## config.mk

```make
export PLATFORM = sky130hd
export DESIGN_NAME = olcr_regs
export DESIGN_NICKNAME = d
export VERILOG_FILES = /design/src/hdl/olcr_pkg.sv /design/src/hdl/olcr_regs.sv
export VERILOG_INCLUDE_DIRS = /design/src /design/src/hdl
export SDC_FILE = /design/constraint.sdc
export NUM_CORES = 1
export LEC_CHECK = 0
export BUFFER_PORTS_ARGS = -buffer_cell sky130_fd_sc_hd__buf_2
export CAP_MARGIN = 40
export CELL_PAD_IN_SITES_DETAIL_PLACEMENT = 0
export CELL_PAD_IN_SITES_GLOBAL_PLACEMENT = 1
export CORE_MARGIN = 2
export CORE_UTILIZATION = 35
export DETAILED_ROUTE_END_ITERATION = 16
export PLACE_DENSITY_LB_ADDON = 0.1
export SLEW_MARGIN = 10
export SYNTH_ARGS = -nofsm -noshare
export SYNTH_HDL_FRONTEND = slang
export SYNTH_SLANG_ARGS = --single-unit
```

## constraint.sdc

```tcl
create_clock -name clk_sys_in -period 4.6 [get_ports clk_sys_in]
set_input_delay 0.23 -clock clk_sys_in [delete_from_list [all_inputs] [get_ports clk_sys_in]]
set_output_delay 0.23 -clock clk_sys_in [all_outputs]
set_load 0.02 [all_outputs]
```

## src/hdl/olcr_cfg.svh

```systemverilog
`ifndef OLCR_CFG_SVH
`define OLCR_CFG_SVH

// ==========================================================================
// Register offsets.
`define OLCR_ADDR_RAW_STATUS 16'h759B
`define OLCR_ADDR_HELD_STATUS 16'h75C4
`define OLCR_ADDR_POL_A 16'h9CA7
`define OLCR_ADDR_POL_B 16'h9CA8
`define OLCR_ADDR_HOLD_A 16'h9CAB
`define OLCR_ADDR_HOLD_B 16'h9CAC
`define OLCR_ADDR_CMD_BANK 16'h9D3D

// ==========================================================================
// Polarity encodings and reset values.
`define OLCR_POL_MAKE 16'h0005
`define OLCR_POL_BREAK 16'h0006
`define OLCR_HOLD_RESET 16'h012C

// ==========================================================================
// Field positions in the lighting command bank.
`define OLCR_BIT_NET1_POWER 0
`define OLCR_BIT_NET1_RECALL 1
`define OLCR_BIT_NET1_OFF 2
`define OLCR_BIT_SW_A 3
`define OLCR_BIT_NET2_POWER 4
`define OLCR_BIT_NET2_RECALL 5
`define OLCR_BIT_NET2_OFF 6
`define OLCR_BIT_SW_B 7

// ==========================================================================
// Timing: one-second tick at a 100 MHz system clock.
`define OLCR_TICK_SECONDS 1
`define OLCR_CLK_HZ 100000000
`define OLCR_TICK_CYCLES (`OLCR_TICK_SECONDS * `OLCR_CLK_HZ)

`endif

```

## src/hdl/olcr_pkg.sv

```systemverilog
package olcr_pkg;

    // One lighting command as handed to the frame encoder.
    typedef struct packed {
        logic valid;
        logic [7:0] addr;
        logic [7:0] opcode;
    } olcr_cmd_type;

    // Hold-off state of one occupancy input.
    typedef enum logic [1:0] {
        OLCR_OCC_IDLE = 2'b00,
        OLCR_OCC_HELD = 2'b01
    } olcr_occ_state_type;

endpackage

```

## src/hdl/olcr_regs.sv

```systemverilog
`timescale 1ns/1ps
`include "olcr_cfg.svh"

module olcr_regs
    import olcr_pkg::*;
#(
    parameter int TICK_CYCLES = `OLCR_TICK_CYCLES,
    parameter logic [7:0] BCAST_ADDR = 8'hFF,
    parameter logic [7:0] OFF_OPCODE = 8'h00,
    parameter logic [7:0] RECALL_OPCODE = 8'h01
) (
    // Clock and reset.
    input wire logic clk_sys_in,
    input wire logic rst_in,
    // Register access port.
    input wire logic [15:0] reg_addr_in,
    input wire logic reg_wr_in,
    input wire logic [15:0] reg_wdata_in,
    input wire logic reg_rd_in,
    output logic [15:0] reg_rdata_out,
    output logic reg_rvalid_out,
    // Physical contacts.
    input wire logic occupancy_input_a_in,
    input wire logic occupancy_input_b_in,
    input wire logic switch_input_a_in,
    input wire logic switch_input_b_in,
    // Results toward the control and lighting logic.
    output logic occupancy_held_a_out,
    output logic occupancy_held_b_out,
    output logic switch_a_effective_out,
    output logic switch_b_effective_out,
    output logic network1_power_state_out,
    output logic network2_power_state_out,
    output olcr_cmd_type network1_cmd_out,
    output olcr_cmd_type network2_cmd_out
);

    // ======================================================================
    // Elaboration checks.
    if (TICK_CYCLES < 2) begin : g_bad_tick
        $error("TICK_CYCLES must be at least 2");
    end

    // ======================================================================
    // Decoding helpers.
    function automatic logic is_write(input logic [15:0] addr, input logic [15:0] target);
        is_write = reg_wr_in && (addr == target);
    endfunction

    function automatic logic motion_of(input logic contact, input logic [15:0] pol);
        motion_of = (pol == `OLCR_POL_MAKE) ? contact : !contact;
    endfunction

    function automatic olcr_cmd_type make_cmd(input logic fire, input logic [7:0] opcode);
        make_cmd.valid = fire;
        make_cmd.addr = BCAST_ADDR;
        make_cmd.opcode = opcode;
    endfunction

    logic [15:0] pol_a_reg;
    logic [15:0] pol_b_reg;
    logic [15:0] hold_a_reg;
    logic [15:0] hold_b_reg;
    logic [31:0] tick_cnt_reg;
    logic tick_reg;
    logic [15:0] left_a_reg;
    logic [15:0] left_b_reg;
    olcr_occ_state_type occ_a_reg;
    olcr_occ_state_type occ_b_reg;
    logic [1:0] trig1_reg;
    logic [1:0] trig2_reg;
    logic override_a_reg;
    logic override_b_reg;
    logic override_on_reg;
    logic motion_a;
    logic motion_b;
    logic bank_wr;
    logic n1_off;
    logic n1_rec;
    logic n2_off;
    logic n2_rec;

    // ======================================================================
    // Polarity registers; values other than make or break are ignored
    // so the detector never runs with an undefined contact sense.
    always_ff @(posedge clk_sys_in or posedge rst_in) begin
        if (rst_in) begin
            pol_a_reg <= `OLCR_POL_BREAK;
            pol_b_reg <= `OLCR_POL_BREAK;
        end else begin
            if (is_write(reg_addr_in, `OLCR_ADDR_POL_A) &&
                (reg_wdata_in == `OLCR_POL_MAKE || reg_wdata_in == `OLCR_POL_BREAK)) begin
                pol_a_reg <= reg_wdata_in;
            end
            if (is_write(reg_addr_in, `OLCR_ADDR_POL_B) &&
                (reg_wdata_in == `OLCR_POL_MAKE || reg_wdata_in == `OLCR_POL_BREAK)) begin
                pol_b_reg <= reg_wdata_in;
            end
        end
    end

    // ======================================================================
    // Hold-time registers in seconds.
    always_ff @(posedge clk_sys_in or posedge rst_in) begin
        if (rst_in) begin
            hold_a_reg <= `OLCR_HOLD_RESET;
            hold_b_reg <= `OLCR_HOLD_RESET;
        end else begin
            if (is_write(reg_addr_in, `OLCR_ADDR_HOLD_A)) begin
                hold_a_reg <= reg_wdata_in;
            end
            if (is_write(reg_addr_in, `OLCR_ADDR_HOLD_B)) begin
                hold_b_reg <= reg_wdata_in;
            end
        end
    end

    // ======================================================================
    // One-second tick as a single-cycle enable.
    always_ff @(posedge clk_sys_in or posedge rst_in) begin
        if (rst_in) begin
            tick_cnt_reg <= 32'h00000000;
            tick_reg <= 1'b0;
        end else if (tick_cnt_reg == 32'(TICK_CYCLES - 1)) begin
            tick_cnt_reg <= 32'h00000000;
            tick_reg <= 1'b1;
        end else begin
            tick_cnt_reg <= tick_cnt_reg + 32'h00000001;
            tick_reg <= 1'b0;
        end
    end

    assign motion_a = motion_of(occupancy_input_a_in, pol_a_reg);
    assign motion_b = motion_of(occupancy_input_b_in, pol_b_reg);

    // ======================================================================
    // Hold-off countdown. The count is loaded with the full hold time and
    // expires on the tick after it reaches zero, so the light stays on
    // between N and N+1 seconds: never shorter than programmed.
    always_ff @(posedge clk_sys_in or posedge rst_in) begin
        if (rst_in) begin
            occ_a_reg <= OLCR_OCC_IDLE;
            left_a_reg <= 16'h0000;
        end else if (motion_a) begin
            occ_a_reg <= OLCR_OCC_HELD;
            left_a_reg <= hold_a_reg;
        end else if (tick_reg && occ_a_reg == OLCR_OCC_HELD) begin
            case (left_a_reg)
                16'h0000: occ_a_reg <= OLCR_OCC_IDLE;
                default: left_a_reg <= left_a_reg - 16'h0001;
            endcase
        end
    end

    always_ff @(posedge clk_sys_in or posedge rst_in) begin
        if (rst_in) begin
            occ_b_reg <= OLCR_OCC_IDLE;
            left_b_reg <= 16'h0000;
        end else if (motion_b) begin
            occ_b_reg <= OLCR_OCC_HELD;
            left_b_reg <= hold_b_reg;
        end else if (tick_reg && occ_b_reg == OLCR_OCC_HELD) begin
            case (left_b_reg)
                16'h0000: occ_b_reg <= OLCR_OCC_IDLE;
                default: left_b_reg <= left_b_reg - 16'h0001;
            endcase
        end
    end

    always_ff @(posedge clk_sys_in or posedge rst_in) begin
        if (rst_in) begin
            occupancy_held_a_out <= 1'b0;
            occupancy_held_b_out <= 1'b0;
        end else begin
            occupancy_held_a_out <= (occ_a_reg == OLCR_OCC_HELD);
            occupancy_held_b_out <= (occ_b_reg == OLCR_OCC_HELD);
        end
    end

    // ======================================================================
    // Command bank decode. Off wins over recall when one write asks both.
    assign bank_wr = is_write(reg_addr_in, `OLCR_ADDR_CMD_BANK);
    assign n1_off = bank_wr &&
        ((network1_power_state_out && !reg_wdata_in[`OLCR_BIT_NET1_POWER]) ||
         (!trig1_reg[1] && reg_wdata_in[`OLCR_BIT_NET1_OFF]));
    assign n1_rec = bank_wr && !n1_off &&
        ((!network1_power_state_out && reg_wdata_in[`OLCR_BIT_NET1_POWER]) ||
         (!trig1_reg[0] && reg_wdata_in[`OLCR_BIT_NET1_RECALL]));
    assign n2_off = bank_wr &&
        ((network2_power_state_out && !reg_wdata_in[`OLCR_BIT_NET2_POWER]) ||
         (!trig2_reg[1] && reg_wdata_in[`OLCR_BIT_NET2_OFF]));
    assign n2_rec = bank_wr && !n2_off &&
        ((!network2_power_state_out && reg_wdata_in[`OLCR_BIT_NET2_POWER]) ||
         (!trig2_reg[0] && reg_wdata_in[`OLCR_BIT_NET2_RECALL]));

    // Trigger bits are remembered so that only a rising edge fires.
    always_ff @(posedge clk_sys_in or posedge rst_in) begin
        if (rst_in) begin
            trig1_reg <= 2'b00;
            trig2_reg <= 2'b00;
        end else if (bank_wr) begin
            trig1_reg <= {reg_wdata_in[`OLCR_BIT_NET1_OFF], reg_wdata_in[`OLCR_BIT_NET1_RECALL]};
            trig2_reg <= {reg_wdata_in[`OLCR_BIT_NET2_OFF], reg_wdata_in[`OLCR_BIT_NET2_RECALL]};
        end
    end

    // Power state follows the last command sent to each network.
    always_ff @(posedge clk_sys_in or posedge rst_in) begin
        if (rst_in) begin
            network1_power_state_out <= 1'b0;
            network2_power_state_out <= 1'b0;
        end else begin
            if (n1_off || n1_rec) begin
                network1_power_state_out <= n1_rec;
            end
            if (n2_off || n2_rec) begin
                network2_power_state_out <= n2_rec;
            end
        end
    end

    // Commands always carry the broadcast address.
    always_ff @(posedge clk_sys_in or posedge rst_in) begin
        if (rst_in) begin
            network1_cmd_out <= '0;
            network2_cmd_out <= '0;
        end else begin
            network1_cmd_out <= make_cmd(n1_off || n1_rec,
                n1_off ? OFF_OPCODE : RECALL_OPCODE);
            network2_cmd_out <= make_cmd(n2_off || n2_rec,
                n2_off ? OFF_OPCODE : RECALL_OPCODE);
        end
    end

    // ======================================================================
    // Switch overrides take effect from the first bank write onward;
    // until then the physical switches pass through untouched.
    always_ff @(posedge clk_sys_in or posedge rst_in) begin
        if (rst_in) begin
            override_on_reg <= 1'b0;
            override_a_reg <= 1'b0;
            override_b_reg <= 1'b0;
        end else if (bank_wr) begin
            override_on_reg <= 1'b1;
            override_a_reg <= reg_wdata_in[`OLCR_BIT_SW_A];
            override_b_reg <= reg_wdata_in[`OLCR_BIT_SW_B];
        end
    end

    always_ff @(posedge clk_sys_in or posedge rst_in) begin
        if (rst_in) begin
            switch_a_effective_out <= 1'b0;
            switch_b_effective_out <= 1'b0;
        end else begin
            switch_a_effective_out <= override_on_reg ? override_a_reg : switch_input_a_in;
            switch_b_effective_out <= override_on_reg ? override_b_reg : switch_input_b_in;
        end
    end

    // ======================================================================
    // Read path; unmapped addresses read as zero.
    always_ff @(posedge clk_sys_in or posedge rst_in) begin
        if (rst_in) begin
            reg_rdata_out <= 16'h0000;
            reg_rvalid_out <= 1'b0;
        end else begin
            reg_rvalid_out <= reg_rd_in;
            if (reg_rd_in) begin
                case (reg_addr_in)
                    `OLCR_ADDR_RAW_STATUS: reg_rdata_out <= {14'h0000,
                        occupancy_input_b_in, occupancy_input_a_in};
                    `OLCR_ADDR_HELD_STATUS: reg_rdata_out <= {14'h0000,
                        occupancy_held_b_out, occupancy_held_a_out};
                    `OLCR_ADDR_POL_A: reg_rdata_out <= pol_a_reg;
                    `OLCR_ADDR_POL_B: reg_rdata_out <= pol_b_reg;
                    `OLCR_ADDR_HOLD_A: reg_rdata_out <= hold_a_reg;
                    `OLCR_ADDR_HOLD_B: reg_rdata_out <= hold_b_reg;
                    `OLCR_ADDR_CMD_BANK: reg_rdata_out <= {8'h00, override_b_reg,
                        trig2_reg, network2_power_state_out, override_a_reg,
                        trig1_reg, network1_power_state_out};
                    default: reg_rdata_out <= 16'h0000;
                endcase
            end
        end
    end
endmodule

```

==> results.yml <==
die:
  core_area_um2: 23300
  dieHeight_um: 157
  i_o_pin_total: 97
  die_area_um2: 24700
  num_rows: 56
  floorplan.initialDensity_pct: 35.3
  die_w_um: 157
sta:
  setup_total_negative_slack_ns: 0
  fmaxAchievable_mhz: 384
  worstMarginPinSlew_ns: 0.973
  timing.max_slew.rel_slack_pct: 34.2
  final-hold-violation-count: 0
  timing.final.max_slew_violations: 0
  period_minus_slack_ns: 2.60
  setup_viol: 0
  timing.clock.skew_ns: 0.00823
  grt_setup_unrepaired: "no"
  share_of_the_clock_period_used_by_the_worst_path_after_layout_pct: 56.6
routing:
  drtPass1Iterations: 7
  detail_route.wl_per_cell_um: 18.6
  post-route-drc-count: 0
  detail_route.wirelength_mm: 21.7
  first_iter_violations: 397
  vias_per_cell: 5.15
  route.vias.total: 6004
  antenna_violating_nets_left: 0
logic_synthesis:
  synth-seq-cells: 166
  postSynthAreaPerCell_um2: 10.6
  yosysTopAreaCellShare_pct: 47.0
  synthesis.yosys.warnings: 0
  synth.lib_cells_used.distinct: 61
  synth_async_sr_flop_share_pct: 100
  synth_common_cells: "154 x dfrtp_1, 56 x mux2_2, 48 x nand2_1, 39 x nor3_1, 38 x xnor2_1"
  synth_area_leaders: "dfrtp_1 47%, mux2_2 7.7%, xnor2_1 4.1%"
  netlist_area_um2: 8200
  synthCells: 774
  synth_top_cell_by_area: "dfrtp_1"
  synth-seq-area-share_pct: 50.8
  ys.flop_type: "dfrtp_1"
  post_synth_edffs: 0
  yosysMostFrequentCell: "dfrtp_1"
setup_path:
  timing.critical_path.arrival_ns: 2.90
  timing.critical_path.to_type: "flip-flop"
  path_max_fanout: 7
  critPathRequiredTime_ns: 4.90
  critical_path_class: "reg -> reg"
  crit_chain: "nor4bb_1 -> nand3_1 -> a2111oi_0 -> xnor2_1 -> o21ai_0"
  slowest_stage: "nor4bb_1"
  critPathBufInv: 0
  cpPeakStageDelay_ns: 0.87
  critical_path.top_delay_family: "simple AND/OR/NAND/NOR gates"
  critical_path.startpoint_type: "flip-flop"
clocking:
  cts_root_buf: "clkbuf_16"
  cts_tree: "built"
  post-cts-setup-buffers: 0
  tritoncts_num_sinks: 166
  clock_latency_ns: 0.42
  clockBufferDepth: 2
  worst_setup_hold_path_clk_slew_ns: 0.07
  postCtsResizedCells: 0
  cts_max_level: 4
  cts-buffers-inserted: 17
  ctsHoldBuffers: 0
finish:
  fillerInstances: 2336
  multi_input_comb_area_um2: 3610
  area_delta_synth_final_pct: 14.3
  final_util_pct: 40.3
  largest_register_ffs: 32
  seq_area_um2: 4170
  layout-drive-gt1-share_pct: 24.8
  final_net_count: 876
  insertedDiodeCount: 0
global_routing:
  global_route_congestion_overflow_total: 0
  grt_start_max_net_pins: 167
  grt_pass1_wl_mm: 34.4
  via_count_of_the_first_global_routing_pass: 6127
  antenna_found_initial: 0
  grt_usage_pct: 18.1
pwr:
  max_ir_drop_vdd_uv: 199
  share_comb_of_total_power_pct: 4.8
  power_per_cell_area_nw_per_um2: 320
  switchingPower_uw: 722
  pwr-share-clk_pct: 46.4
  power_leakage_nw: 4.10
  netSwitchingFraction_pct: 24.0
  power.internal_mw: 2.28
  power_frac_seq_pct: 48.8
placed_design:
  post-dp-hpwl_mm: 15.7
  port-buffer-count: 82
  routabilityCongestion: 0.833
min_path:
  hold_class: "in -> reg"
outcome:
  status: "complete, no violations"
flow_run:
  max_cap_viol_count: 0
[cells in the final DEF (no fill, tap or decap), types with 23 or more instances in the layout]
cell type,Yosys,final
nor2_1,32,32
inv_1,37,36
dfrtp_1,154,154
buf_2,3,82
mux2_2,56,56
nor3_1,39,39
nand4_1,23,23
nand2_1,48,48
o21ai_0,33,33
xnor2_1,38,38
[metal layers]
| layer | GRT usage, % | wire length, µm | vias up |
|---|---|---|---|
| li1 | - | - | 2845 |
| met1 | 25.2 | 10400 | 3005 |
| met2 | 28.7 | 10100 | 136 |
| met3 | 3.85 | 869 | 18 |
| met4 | 4.85 | 369 | 0 |
| met5 | 0 | 0 | - |
[stage by stage]
step	power, mW	instances	hold slack, ns	cell area, µm²	setup WS (ns)
after global routing	3.12	1165	0.0265	9380	1.84
after global placement	1.64	1131	0.445	8780	1.91
after detailed placement	1.64	1133	0.443	8810	1.95
final	3.00	1165	0.0404	9380	2.00
after floorplan	1.59	787	0.261	8260	2.27
after CTS	3.04	1165	0.0270	9380	2.05
[worst paths after layout]
| check | start | end | slack [ns] | cells after the start |
|---|---|---|---|---|
| worst max-delay path | occ_a_reg[0] | left_a_reg[15] | 2.00 | 5 |
| worst min-delay path | switch_input_a_in | switch_a_effective_out | 0.04 | 2 |
| worst max register to register | occ_a_reg[0] | left_a_reg[15] | 2.00 | 5 |
| worst min register to register | occ_b_reg[0] | occupancy_held_b_out | 0.46 | 0 |
| max in group asynchronous | rst_in | pol_a_reg[5] | 3.87 | 3 |
| min in group asynchronous | rst_in | network2_cmd_out[8] | 0.05 | 3 |
[worst reg2reg max path: cells and delay by family, from the launching register on]
kind                      cells  cell delay (ns)
DFF                           1             0.47
AOI/OAI and AO/OA             2             0.69
xor gates and xnor gates      1             0.18
and+or+nand+nor               2             1.16
[cells by family after synthesis]
family | after synthesis | share of synthesized area (%)
xor gates and xnor gates | 61 | 6.51
and+or+nand+nor | 272 | 18.8
muxes | 65 | 8.78
buffers and inverters | 99 | 6.08
AOI/OAI and AO/OA | 106 | 8.50
DFF | 166 | 50.8
adders and majority gates | 3 | 0.458
other | 2 | 0.0915
[power by group through the flow]
stage / combinational, mW / clock (mW) / sequential, mW
floorplan: 0.0983 / 0 / 1.50
global placement: 0.143 / 0 / 1.49
finish: 0.143 / 1.39 / 1.47
detailed placement: 0.146 / 0 / 1.49
CTS: 0.146 / 1.43 / 1.46
global route: 0.158 / 1.49 / 1.47
[area by class of cell]
cell class	instances	share of cell area (%)
flip-flops and latches	166	44.4
multi-input cells	522	38.5
repair buffers	89	5.19
clock buffers	20	4.87
well taps	319	4.26
inverters	37	1.52
clock inverters	12	1.23
Note: power is estimated with default switching activity, not from simulation.
